[src/logic/cutoff_mon_pkg.sv]
// Constants and types of the dual channel torque cut-off monitor
`default_nettype none

package cutoff_mon_pkg;

   // ----------------------------------------------------------------
   // Sizes and clock
   // ----------------------------------------------------------------
   localparam int NUM_AXES = 2;
   localparam int CLK_MHZ = 125;
   localparam int CNT_W = 24;

   // ----------------------------------------------------------------
   // Times and derived cycle counts
   // ----------------------------------------------------------------
   localparam int PULSE_IGNORE_US = 1000;      // Low pulses ignored
   localparam int SIMUL_LIMIT_MS = 100;        // Channel skew allowed
   localparam int CUTOFF_DELAY_MAX_US = 2000;  // Assert and release
   localparam int RESPONSE_MAX_US = 3500;      // Torque removal
   localparam int PULSE_IGNORE_CYC = PULSE_IGNORE_US * CLK_MHZ;
   localparam int SIMUL_LIMIT_CYC = SIMUL_LIMIT_MS * 1000 * CLK_MHZ;

   // ----------------------------------------------------------------
   // Register offsets (byte addresses)
   // ----------------------------------------------------------------
   localparam logic [7:0] CTRL_OFS = 8'h00;
   localparam logic [7:0] STATUS_OFS = 8'h04;
   localparam logic [7:0] CLEAR_OFS = 8'h08;
   localparam logic [7:0] CODE0_OFS = 8'h0C;
   localparam logic [7:0] CODE1_OFS = 8'h10;

   // ----------------------------------------------------------------
   // Field positions and reset values
   // ----------------------------------------------------------------
   localparam logic [1:0] REPORT_RST = 2'h3;  // Reporting on
   localparam int STATUS_LANE = 8;            // Bits per axis
   localparam int CLR_CUT_POS = 0;            // Cut-off fault clears
   localparam int CLR_SIMUL_POS = 8;          // Simultaneity clears
   localparam int CODE_WARN_POS = 16;
   localparam int CODE_VALID_POS = 17;

   // ----------------------------------------------------------------
   // Message codes: group then identifier
   // ----------------------------------------------------------------
   localparam logic [7:0] CODE_GROUP = 8'h90;
   localparam logic [7:0] CODE_ID_CUTOFF = 8'h00;
   localparam logic [7:0] CODE_ID_SIMUL = 8'h05;

   // ----------------------------------------------------------------
   // Power section release states
   // ----------------------------------------------------------------
   typedef enum logic [2:0] {
      PWR_HOLD = 3'b001,
      PWR_REARM = 3'b010,
      PWR_FREE = 3'b100
   } pwr_state_t;

endpackage

`default_nettype wire

[src/logic/cutoff_input_filter.sv]
// Input synchroniser with low pulse suppression
`default_nettype none

module cutoff_input_filter
   import cutoff_mon_pkg::*;
#(
   parameter int HOLD_CYC = PULSE_IGNORE_CYC
) (
   // Clock and reset
   input wire logic pclk,
   input wire logic presetn,
   // Raw pin and filtered level
   input wire logic raw_in,
   output logic level
);

   logic meta;
   logic sync;
   logic [CNT_W-1:0] low_cnt;

   // Two flops; meta is read by sync alone
   always_ff @(posedge pclk or negedge presetn) begin
      if (!presetn) begin
         meta <= 1'b0;
         sync <= 1'b0;
      end else begin
         meta <= raw_in;
         sync <= meta;
      end
   end

   // Rise passes at once, a low must outlast HOLD_CYC cycles
   always_ff @(posedge pclk or negedge presetn) begin
      if (!presetn) begin
         low_cnt <= '0;
         level <= 1'b0;
      end else if (sync) begin
         low_cnt <= '0;
         level <= 1'b1;
      end else if (low_cnt == CNT_W'(HOLD_CYC)) begin
         level <= 1'b0;
      end else begin
         low_cnt <= low_cnt + 1'b1;
      end
   end

endmodule

`default_nettype wire

[src/logic/torque_cutoff_monitor.sv]
// Dual channel torque cut-off monitor with APB register access
`default_nettype none

module torque_cutoff_monitor
   import cutoff_mon_pkg::*;
#(
   parameter int PULSE_IGNORE_CYCLES = PULSE_IGNORE_CYC,
   parameter int SIMUL_LIMIT_CYCLES = SIMUL_LIMIT_CYC
) (
   // Clock and reset
   input wire logic pclk,
   input wire logic presetn,
   // APB slave
   input wire logic psel,
   input wire logic penable,
   input wire logic pwrite,
   input wire logic [7:0] paddr,
   input wire logic [31:0] pwdata,
   output logic [31:0] prdata,
   output logic pready,
   output logic pslverr,
   // Safety inputs, one bit per axis
   input wire logic [NUM_AXES-1:0] cutoff_channel_a_input,
   input wire logic [NUM_AXES-1:0] cutoff_channel_b_input,
   input wire logic [NUM_AXES-1:0] axis_enable_input,
   // Drive outputs, one bit per axis
   output logic [NUM_AXES-1:0] torque_enable,
   output logic [NUM_AXES-1:0] power_released,
   output logic [NUM_AXES-1:0] cutoff_active
);

   // ----------------------------------------------------------------
   // Functions
   // ----------------------------------------------------------------

   // Message word of one axis, simultaneity first
   function automatic logic [31:0] message_word(
      input logic simul,
      input logic fault,
      input logic warn
   );
      logic [31:0] w;
      w = '0;
      if (simul) begin
         w[15:0] = {CODE_GROUP, CODE_ID_SIMUL};
         w[CODE_VALID_POS] = 1'b1;
      end else if (fault || warn) begin
         w[15:0] = {CODE_GROUP, CODE_ID_CUTOFF};
         w[CODE_WARN_POS] = ~fault;
         w[CODE_VALID_POS] = 1'b1;
      end
      return w;
   endfunction

   // Offsets that answer without error
   function automatic logic addr_mapped(input logic [7:0] a);
      return (a == CTRL_OFS) || (a == STATUS_OFS) ||
             (a == CLEAR_OFS) || (a == CODE0_OFS) ||
             (a == CODE1_OFS);
   endfunction

   // ----------------------------------------------------------------
   // Declarations
   // ----------------------------------------------------------------
   logic [NUM_AXES-1:0] report_fault_setting;
   logic [NUM_AXES-1:0] channel_a_status;
   logic [NUM_AXES-1:0] channel_b_status;
   logic [NUM_AXES-1:0] cutoff_warning;
   logic [NUM_AXES-1:0] cutoff_fault;
   logic [NUM_AXES-1:0] simultaneity_fault;
   logic [NUM_AXES-1:0] clr_cut;
   logic [NUM_AXES-1:0] clr_simul;
   logic setup_phase;
   logic write_strobe;
   logic [31:0] next_rdata;
   logic [31:0] status_word;

   // ----------------------------------------------------------------
   // APB slave
   // ----------------------------------------------------------------

   // Zero wait states: every access completes in its first cycle
   assign pready = 1'b1;
   assign setup_phase = psel & ~penable;
   assign write_strobe = psel & penable & pwrite;

   // One-cycle clear pulses from writing ones to the clear word
   always_comb begin
      clr_cut = '0;
      clr_simul = '0;
      if (write_strobe && paddr == CLEAR_OFS) begin
         clr_cut = pwdata[CLR_CUT_POS +: NUM_AXES];
         clr_simul = pwdata[CLR_SIMUL_POS +: NUM_AXES];
      end
   end

   // Report setting, reset to reporting on
   always_ff @(posedge pclk or negedge presetn) begin
      if (!presetn) begin
         report_fault_setting <= REPORT_RST[NUM_AXES-1:0];
      end else if (write_strobe && paddr == CTRL_OFS) begin
         report_fault_setting <= pwdata[NUM_AXES-1:0];
      end
   end

   // Status word, one byte lane per axis
   always_comb begin
      status_word = '0;
      for (int i = 0; i < NUM_AXES; i++) begin
         status_word[i*STATUS_LANE +: STATUS_LANE] = {
            torque_enable[i], power_released[i],
            simultaneity_fault[i], cutoff_fault[i],
            cutoff_warning[i], cutoff_active[i],
            channel_b_status[i], channel_a_status[i]
         };
      end
   end

   // Read data mux
   always_comb begin
      next_rdata = '0;
      case (paddr)
         CTRL_OFS: begin
            next_rdata[NUM_AXES-1:0] = report_fault_setting;
         end
         STATUS_OFS: begin
            next_rdata = status_word;
         end
         CODE0_OFS: begin
            next_rdata = message_word(simultaneity_fault[0],
               cutoff_fault[0], cutoff_warning[0]);
         end
         CODE1_OFS: begin
            next_rdata = message_word(simultaneity_fault[1],
               cutoff_fault[1], cutoff_warning[1]);
         end
         default: begin
            next_rdata = '0;
         end
      endcase
   end

   // Answer captured in the setup cycle, shown in the access cycle
   always_ff @(posedge pclk or negedge presetn) begin
      if (!presetn) begin
         prdata <= '0;
         pslverr <= 1'b0;
      end else if (setup_phase) begin
         prdata <= pwrite ? 32'h0000_0000 : next_rdata;
         pslverr <= ~addr_mapped(paddr);
      end
   end

   // ----------------------------------------------------------------
   // Per-axis monitor
   // ----------------------------------------------------------------
   for (genvar ax = 0; ax < NUM_AXES; ax++) begin : g_axis
      logic ch_a;
      logic ch_b;
      logic en_s;
      logic cut;
      logic skew_trip;
      logic trip_set;
      logic hold_req;
      logic release_ok;
      logic rearm;
      logic [CNT_W-1:0] skew_cnt;
      logic warn_q;
      logic fault_q;
      logic simul_q;
      logic torque_q;
      logic cut_q;
      pwr_state_t state;
      pwr_state_t next_state;

      // Channel filters; test pulses up to the limit are ignored
      cutoff_input_filter #(
         .HOLD_CYC(PULSE_IGNORE_CYCLES)
      ) u_ch_a (
         .pclk(pclk),
         .presetn(presetn),
         .raw_in(cutoff_channel_a_input[ax]),
         .level(ch_a)
      );

      cutoff_input_filter #(
         .HOLD_CYC(PULSE_IGNORE_CYCLES)
      ) u_ch_b (
         .pclk(pclk),
         .presetn(presetn),
         .raw_in(cutoff_channel_b_input[ax]),
         .level(ch_b)
      );

      // Enable is synchronised only, no pulse filtering
      cutoff_input_filter #(
         .HOLD_CYC(0)
      ) u_en (
         .pclk(pclk),
         .presetn(presetn),
         .raw_in(axis_enable_input[ax]),
         .level(en_s)
      );

      // Cut-off whenever either channel is low
      assign cut = ~(ch_a & ch_b);

      // Channel skew timer; independent channel drive assumed
      always_ff @(posedge pclk or negedge presetn) begin
         if (!presetn) begin
            skew_cnt <= '0;
         end else if (ch_a == ch_b) begin
            skew_cnt <= '0;
         end else if (skew_cnt != CNT_W'(SIMUL_LIMIT_CYCLES)) begin
            skew_cnt <= skew_cnt + 1'b1;
         end
      end

      // Trip once the skew outlasts the limit, held while it lasts
      assign skew_trip = (ch_a != ch_b) &&
         (skew_cnt == CNT_W'(SIMUL_LIMIT_CYCLES));

      // Simultaneity fault: sticky, set wins, any report setting
      always_ff @(posedge pclk or negedge presetn) begin
         if (!presetn) begin
            simul_q <= 1'b0;
         end else if (skew_trip) begin
            simul_q <= 1'b1;
         end else if (clr_simul[ax]) begin
            simul_q <= 1'b0;
         end
      end

      // Cut-off fault on an enabled axis, gated by reporting
      assign trip_set = cut & en_s & report_fault_setting[ax];

      always_ff @(posedge pclk or negedge presetn) begin
         if (!presetn) begin
            fault_q <= 1'b0;
         end else if (trip_set) begin
            fault_q <= 1'b1;
         end else if (clr_cut[ax]) begin
            fault_q <= 1'b0;
         end
      end

      // Warning follows the cut-off on a disabled axis while reporting is on
      always_ff @(posedge pclk or negedge presetn) begin
         if (!presetn) begin
            warn_q <= 1'b0;
         end else begin
            warn_q <= cut & ~en_s & report_fault_setting[ax];
         end
      end

      // Axis must see enable low after a reported cut-off trip or any skew trip
      always_ff @(posedge pclk or negedge presetn) begin
         if (!presetn) begin
            rearm <= 1'b0;
         end else if (trip_set || skew_trip) begin
            rearm <= 1'b1;
         end else if (state == PWR_REARM && !en_s) begin
            rearm <= 1'b0;
         end
      end

      // Release conditions of the power section
      assign hold_req = cut | simul_q;
      assign release_ok = ~cut & ~simul_q &
         (~report_fault_setting[ax] | ~fault_q);

      // Power section release sequence
      always_comb begin
         next_state = state;
         case (state)
            PWR_HOLD: begin
               if (release_ok) begin
                  next_state = rearm ? PWR_REARM : PWR_FREE;
               end
            end
            PWR_REARM: begin
               if (hold_req) begin
                  next_state = PWR_HOLD;
               end else if (!en_s) begin
                  next_state = PWR_FREE;
               end
            end
            PWR_FREE: begin
               if (hold_req) begin
                  next_state = PWR_HOLD;
               end
            end
            default: begin
               next_state = PWR_HOLD;
            end
         endcase
      end

      always_ff @(posedge pclk or negedge presetn) begin
         if (!presetn) begin
            state <= PWR_HOLD;
         end else begin
            state <= next_state;
         end
      end

      // Torque only with both channels, enable and a free section
      always_ff @(posedge pclk or negedge presetn) begin
         if (!presetn) begin
            torque_q <= 1'b0;
            cut_q <= 1'b1;
         end else begin
            torque_q <= (state == PWR_FREE) & en_s & ~cut &
               ~simul_q;
            cut_q <= cut;
         end
      end

      // Per-axis results onto the shared vectors
      assign channel_a_status[ax] = ch_a;
      assign channel_b_status[ax] = ch_b;
      assign cutoff_warning[ax] = warn_q;
      assign cutoff_fault[ax] = fault_q;
      assign simultaneity_fault[ax] = simul_q;
      assign torque_enable[ax] = torque_q;
      assign cutoff_active[ax] = cut_q;
      assign power_released[ax] = (state == PWR_FREE);
   end

endmodule

`default_nettype wire

[config.mk]
export PLATFORM = sky130hd
export DESIGN_NAME = torque_cutoff_monitor
export DESIGN_NICKNAME = d
export VERILOG_FILES = /design/src/logic/cutoff_mon_pkg.sv /design/src/logic/cutoff_input_filter.sv /design/src/logic/torque_cutoff_monitor.sv
export SDC_FILE = /design/constraint.sdc
export NUM_CORES = 1
export LEC_CHECK = 0
export BUFFER_PORTS_ARGS = -buffer_cell sky130_fd_sc_hd__buf_2
export CAP_MARGIN = 15
export CORE_ASPECT_RATIO = 0.5
export CORE_MARGIN = 3
export CORE_UTILIZATION = 51
export DETAILED_ROUTE_END_ITERATION = 8
export GPL_ROUTABILITY_DRIVEN = 1
export PLACE_DENSITY_LB_ADDON = 0.2
export SLEW_MARGIN = 30
export SYNTH_ARGS = -nofsm -noshare
export SYNTH_HDL_FRONTEND = slang
export SYNTH_HIERARCHICAL = 1
export SYNTH_SLANG_ARGS = --single-unit
export TNS_END_PERCENT = 100
[constraint.sdc]
create_clock -name pclk -period 2.4 [get_ports pclk]
set_clock_uncertainty 0.05 [all_clocks]
set_input_delay 0.12 -clock pclk [delete_from_list [all_inputs] [get_ports pclk]]
set_output_delay 0.12 -clock pclk [all_outputs]
set_load 0.03 [all_outputs]
==> summary.md <==
| Metric | Value |
|---|---|
| CP Capture Type | `flip-flop` |
| Hold Vio Cnt, Final | `0` |
| Num CTS Buffers | `24` |
| TritonRoute pass-1 iters | `5` |
| Final cell count without fillers | `1744` |
| F_max | `452 MHz` |
| Area of the multi-input gates | `6260 um2` |
| Final setup violating endpoints | `0` |
| Hold Crit Class | `in -> reg` |
| Worst Hold Depth | `6` |
| GRT Total Usage | `20.5%` |
| Root Buffer | `clkbuf_16` |
| Via density | `5.83` |
| Async SR Flop Fraction | `100%` |
| Mean routed wirelength per cell | `15.9 um` |
| CP Launch Type | `flip-flop` |
| Tmin final | `2.21 ns` |
| Global-route wire length before repair | `48100 um` |
| Initial antenna violation count | `1` |
| Row Count | `40` |
| Maximum VDD drop | `0.430 mV` |
| Antenna viol nets, final | `0` |
| Power consumption | `0.00895 W` |
| Largest net degree at the start of global routing | `88` |
| Vias post-DR | `10200` |
| Share of layout cells above drive strength 1 | `10.7%` |
| YS warnings | `6` |
| Outcome | `completed` |
| Storage cell area | `6240 um2` |
| GP Congestion | `0.828` |
| Leading cell type in the layout, fill and taps excluded | `dfrtp_1` |
| RSZ-0062 raised after global routing | `false` |
| Setup TNS | `0 ns` |
| Synth cell types | `60` |
| Initial drt markers | `877` |
| Htree depth | `1` |
| Number of global-route vias before repair | `10000` |
| Die X | `232 um` |
| DP HPWL | `18800 um` |
| Final period utilization | `92.2%` |
| Number of synthesized flops with an enable pin | `0` |
| R2R cell count | `5` |
| Final Util | `59.4%` |
| Worst-skew pair later-pin latency | `0.53 ns` |
| PD cells | `614 nW/um2` |
| Fin nets | `1460` |
| Maxcap violations | `0` |
| Worst-path clk slew | `0.07 ns` |
| Total Wirelength | `27800 um` |
| Predominant post-synthesis flop cell | `dfrtp_1` |
| CP max FO | `11` |
| DRC errors left | `0` |
| Commonest non-fill, non-tap cells in the layout | `dfrtp_1, nand3_1, a21oi_1` |
| Area Growth Syn to Fin | `12.0%` |
| Final WS setup | `0.187 ns` |
| Placeable Area | `24500 um2` |
| Global route overflow | `0` |
| Post-CTS Resized | `0` |
| Boundary Pins | `91` |
| Clock Sink Count | `249` |
| Slew HR | `42.4%` |
| LEAKAGE | `6.00 nW` |
| Avg Inst Size Synth | `9.75 um2` |
| Post-CTS setup buffers | `0` |
| Cells after Synth | `1335` |
| Synthesized flop and latch total | `249` |
| CTS tree | `yes` |
| Synthesized area | `13000 um2` |
| Initial core utilization | `53.1%` |
| Filler cells | `2090` |
| Dpl ws | `0.215 ns` |
| Fin. max-slew vios | `0` |
| Measured slew at the worst slew-check pin | `0.864 ns` |
| Worst EP required | `2.79 ns` |
| Die Area | `27600 um2` |
| Height of the die | `119 um` |
| Placed Cells | `1681` |
| WP data arrival | `2.60 ns` |
| PortBufs | `47` |
| Max Root-Sink Buffers | `3` |
| Sequential cell area fraction in the yosys report | `47.9%` |
| WS Path Type | `reg -> reg` |
==> Yosys cell counts, types with 8 or more instances <==
library cell	instances	area [um2]
dfrtp_1	243	6080
nor2b_1	13	81.3
and3_1	23	144
nand3_1	101	505
xnor2_1	58	508
clkbuf_1	35	131
ha_1	18	225
o31ai_1	15	113
a21boi_0	8	60.1
nand2_1	77	289
nor4_1	25	156
buf_4	19	143
nor4b_1	18	158
or4b_1	13	130
nor3b_1	12	90.1
buf_2	9	45.0
xor2_1	36	315
nand4_1	41	257
and2_1	40	250
or3_1	37	231
nor2_1	83	312
o41ai_1	15	131
inv_1	51	191
nor3_1	46	230
a21oi_1	84	420
nand2b_1	10	62.6
o21ai_0	64	320
and4_1	14	123
a22o_1	15	131
or4_1	17	128
==> final timing paths <==
path / startpoint / end / slack (ns)
setup / recovery: g_axis[1].u_en/low_cnt[0]$_DFFE_PN0P_ / g_axis[1].u_en/low_cnt[20]$_DFFE_PN0P_ / 0.19
hold / removal: paddr[6] / prdata[0]$_DFFE_PN0P_ / 0.06
setup reg to reg: g_axis[1].u_en/low_cnt[0]$_DFFE_PN0P_ / g_axis[1].u_en/low_cnt[20]$_DFFE_PN0P_ / 0.19
hold reg to reg: g_axis[1].u_ch_b/meta$_DFF_PN0_ / g_axis[1].u_ch_b/sync$_DFF_PN0_ / 0.30
max in group asynchronous: presetn / g_axis[1].state[0]$_DFFE_PN1P_ / 1.37
min in group asynchronous: presetn / g_axis[0].u_en/low_cnt[18]$_DFFE_PN0P_ / 0.15
==> state kept, by name, summed over array words and instances, names as in the netlist, 2 cells and up <==
name                   cells
g_axis.u_en/meta           2
g_axis.u_ch_a/level        2
g_axis.u_en/level          2
g_axis.state               6
g_axis.u_ch_b/level        2
g_axis.u_en/sync           2
g_axis.u_ch_b/sync         2
g_axis.cut_q               2
g_axis.torque_q            2
g_axis.u_ch_a/sync         2
g_axis.skew_cnt           48
g_axis.rearm               2
g_axis.u_ch_b/low_cnt     48
g_axis.u_ch_b/meta         2
prdata                    18
g_axis.u_ch_a/low_cnt     48
report_fault_setting       2
g_axis.simul_q             2
g_axis.fault_q             2
g_axis.u_en/low_cnt       48
g_axis.warn_q              2
g_axis.u_ch_a/meta         2
==> metal layers <==
layer  track usage (%)  vias up  wire, um
met5                 0        -         0
li1                  -     4933         -
met2              34.0      185     13000
met1              28.5     5017     13100
met4              4.33        0       500
met3              3.61       34      1090
==> critical path, stage by stage, from the launching register on <==
cell     delay (ns)
dfrtp_1        0.43
ha_1           0.25
nand3_1        0.14
or4_4          0.58
or4_1          0.50
a21oi_1        0.18
==> per-stage QoR <==
step           hold WS, ns  cell area [um2]
5_1_grt             0.0709            14600
3_3_place_gp         0.135            13500
4_1_cts             0.0354            14600
2_1_floorplan       -0.226            13100
3_5_place_dp         0.139            13500
6_report            0.0647            14600
==> layout make-up <==
type / count / share of cell area (%)
diodes: 1 / 0.0172
clock buffers: 34 / 4.94
clock inverters: 8 / 0.807
inverters: 51 / 1.31
multi-input cells: 980 / 42.9
flip-flops and latches: 249 / 42.8
well taps: 336 / 2.88
repair buffers: 85 / 4.33
==> cells by family after synthesis <==
family	Yosys count	synth area share (%)
other cells	2	0.0577
compound gates	229	10.6
simple gates	617	28.4
mux	7	0.567
flops	249	47.9
buf+inv	119	4.36
fa+ha+maj	18	1.73
xor+xnor	94	6.33
==> power breakdown <==
part           switching, W  leakage, nW  internal, W
sequential         0.000142         3.38      0.00430
combinational      0.000308         2.21     0.000183
clock               0.00161        0.413      0.00240
==> timing repair <==
| item | 4_1_cts | 5_1_grt |
|---|---|---|
| endpoints found under the setup margin | 0 | 0 |
| hold buffers | 20 | 0 |
| endpoints found under the hold margin | 100 | 0 |
Note: power is estimated with default switching activity, not from simulation.
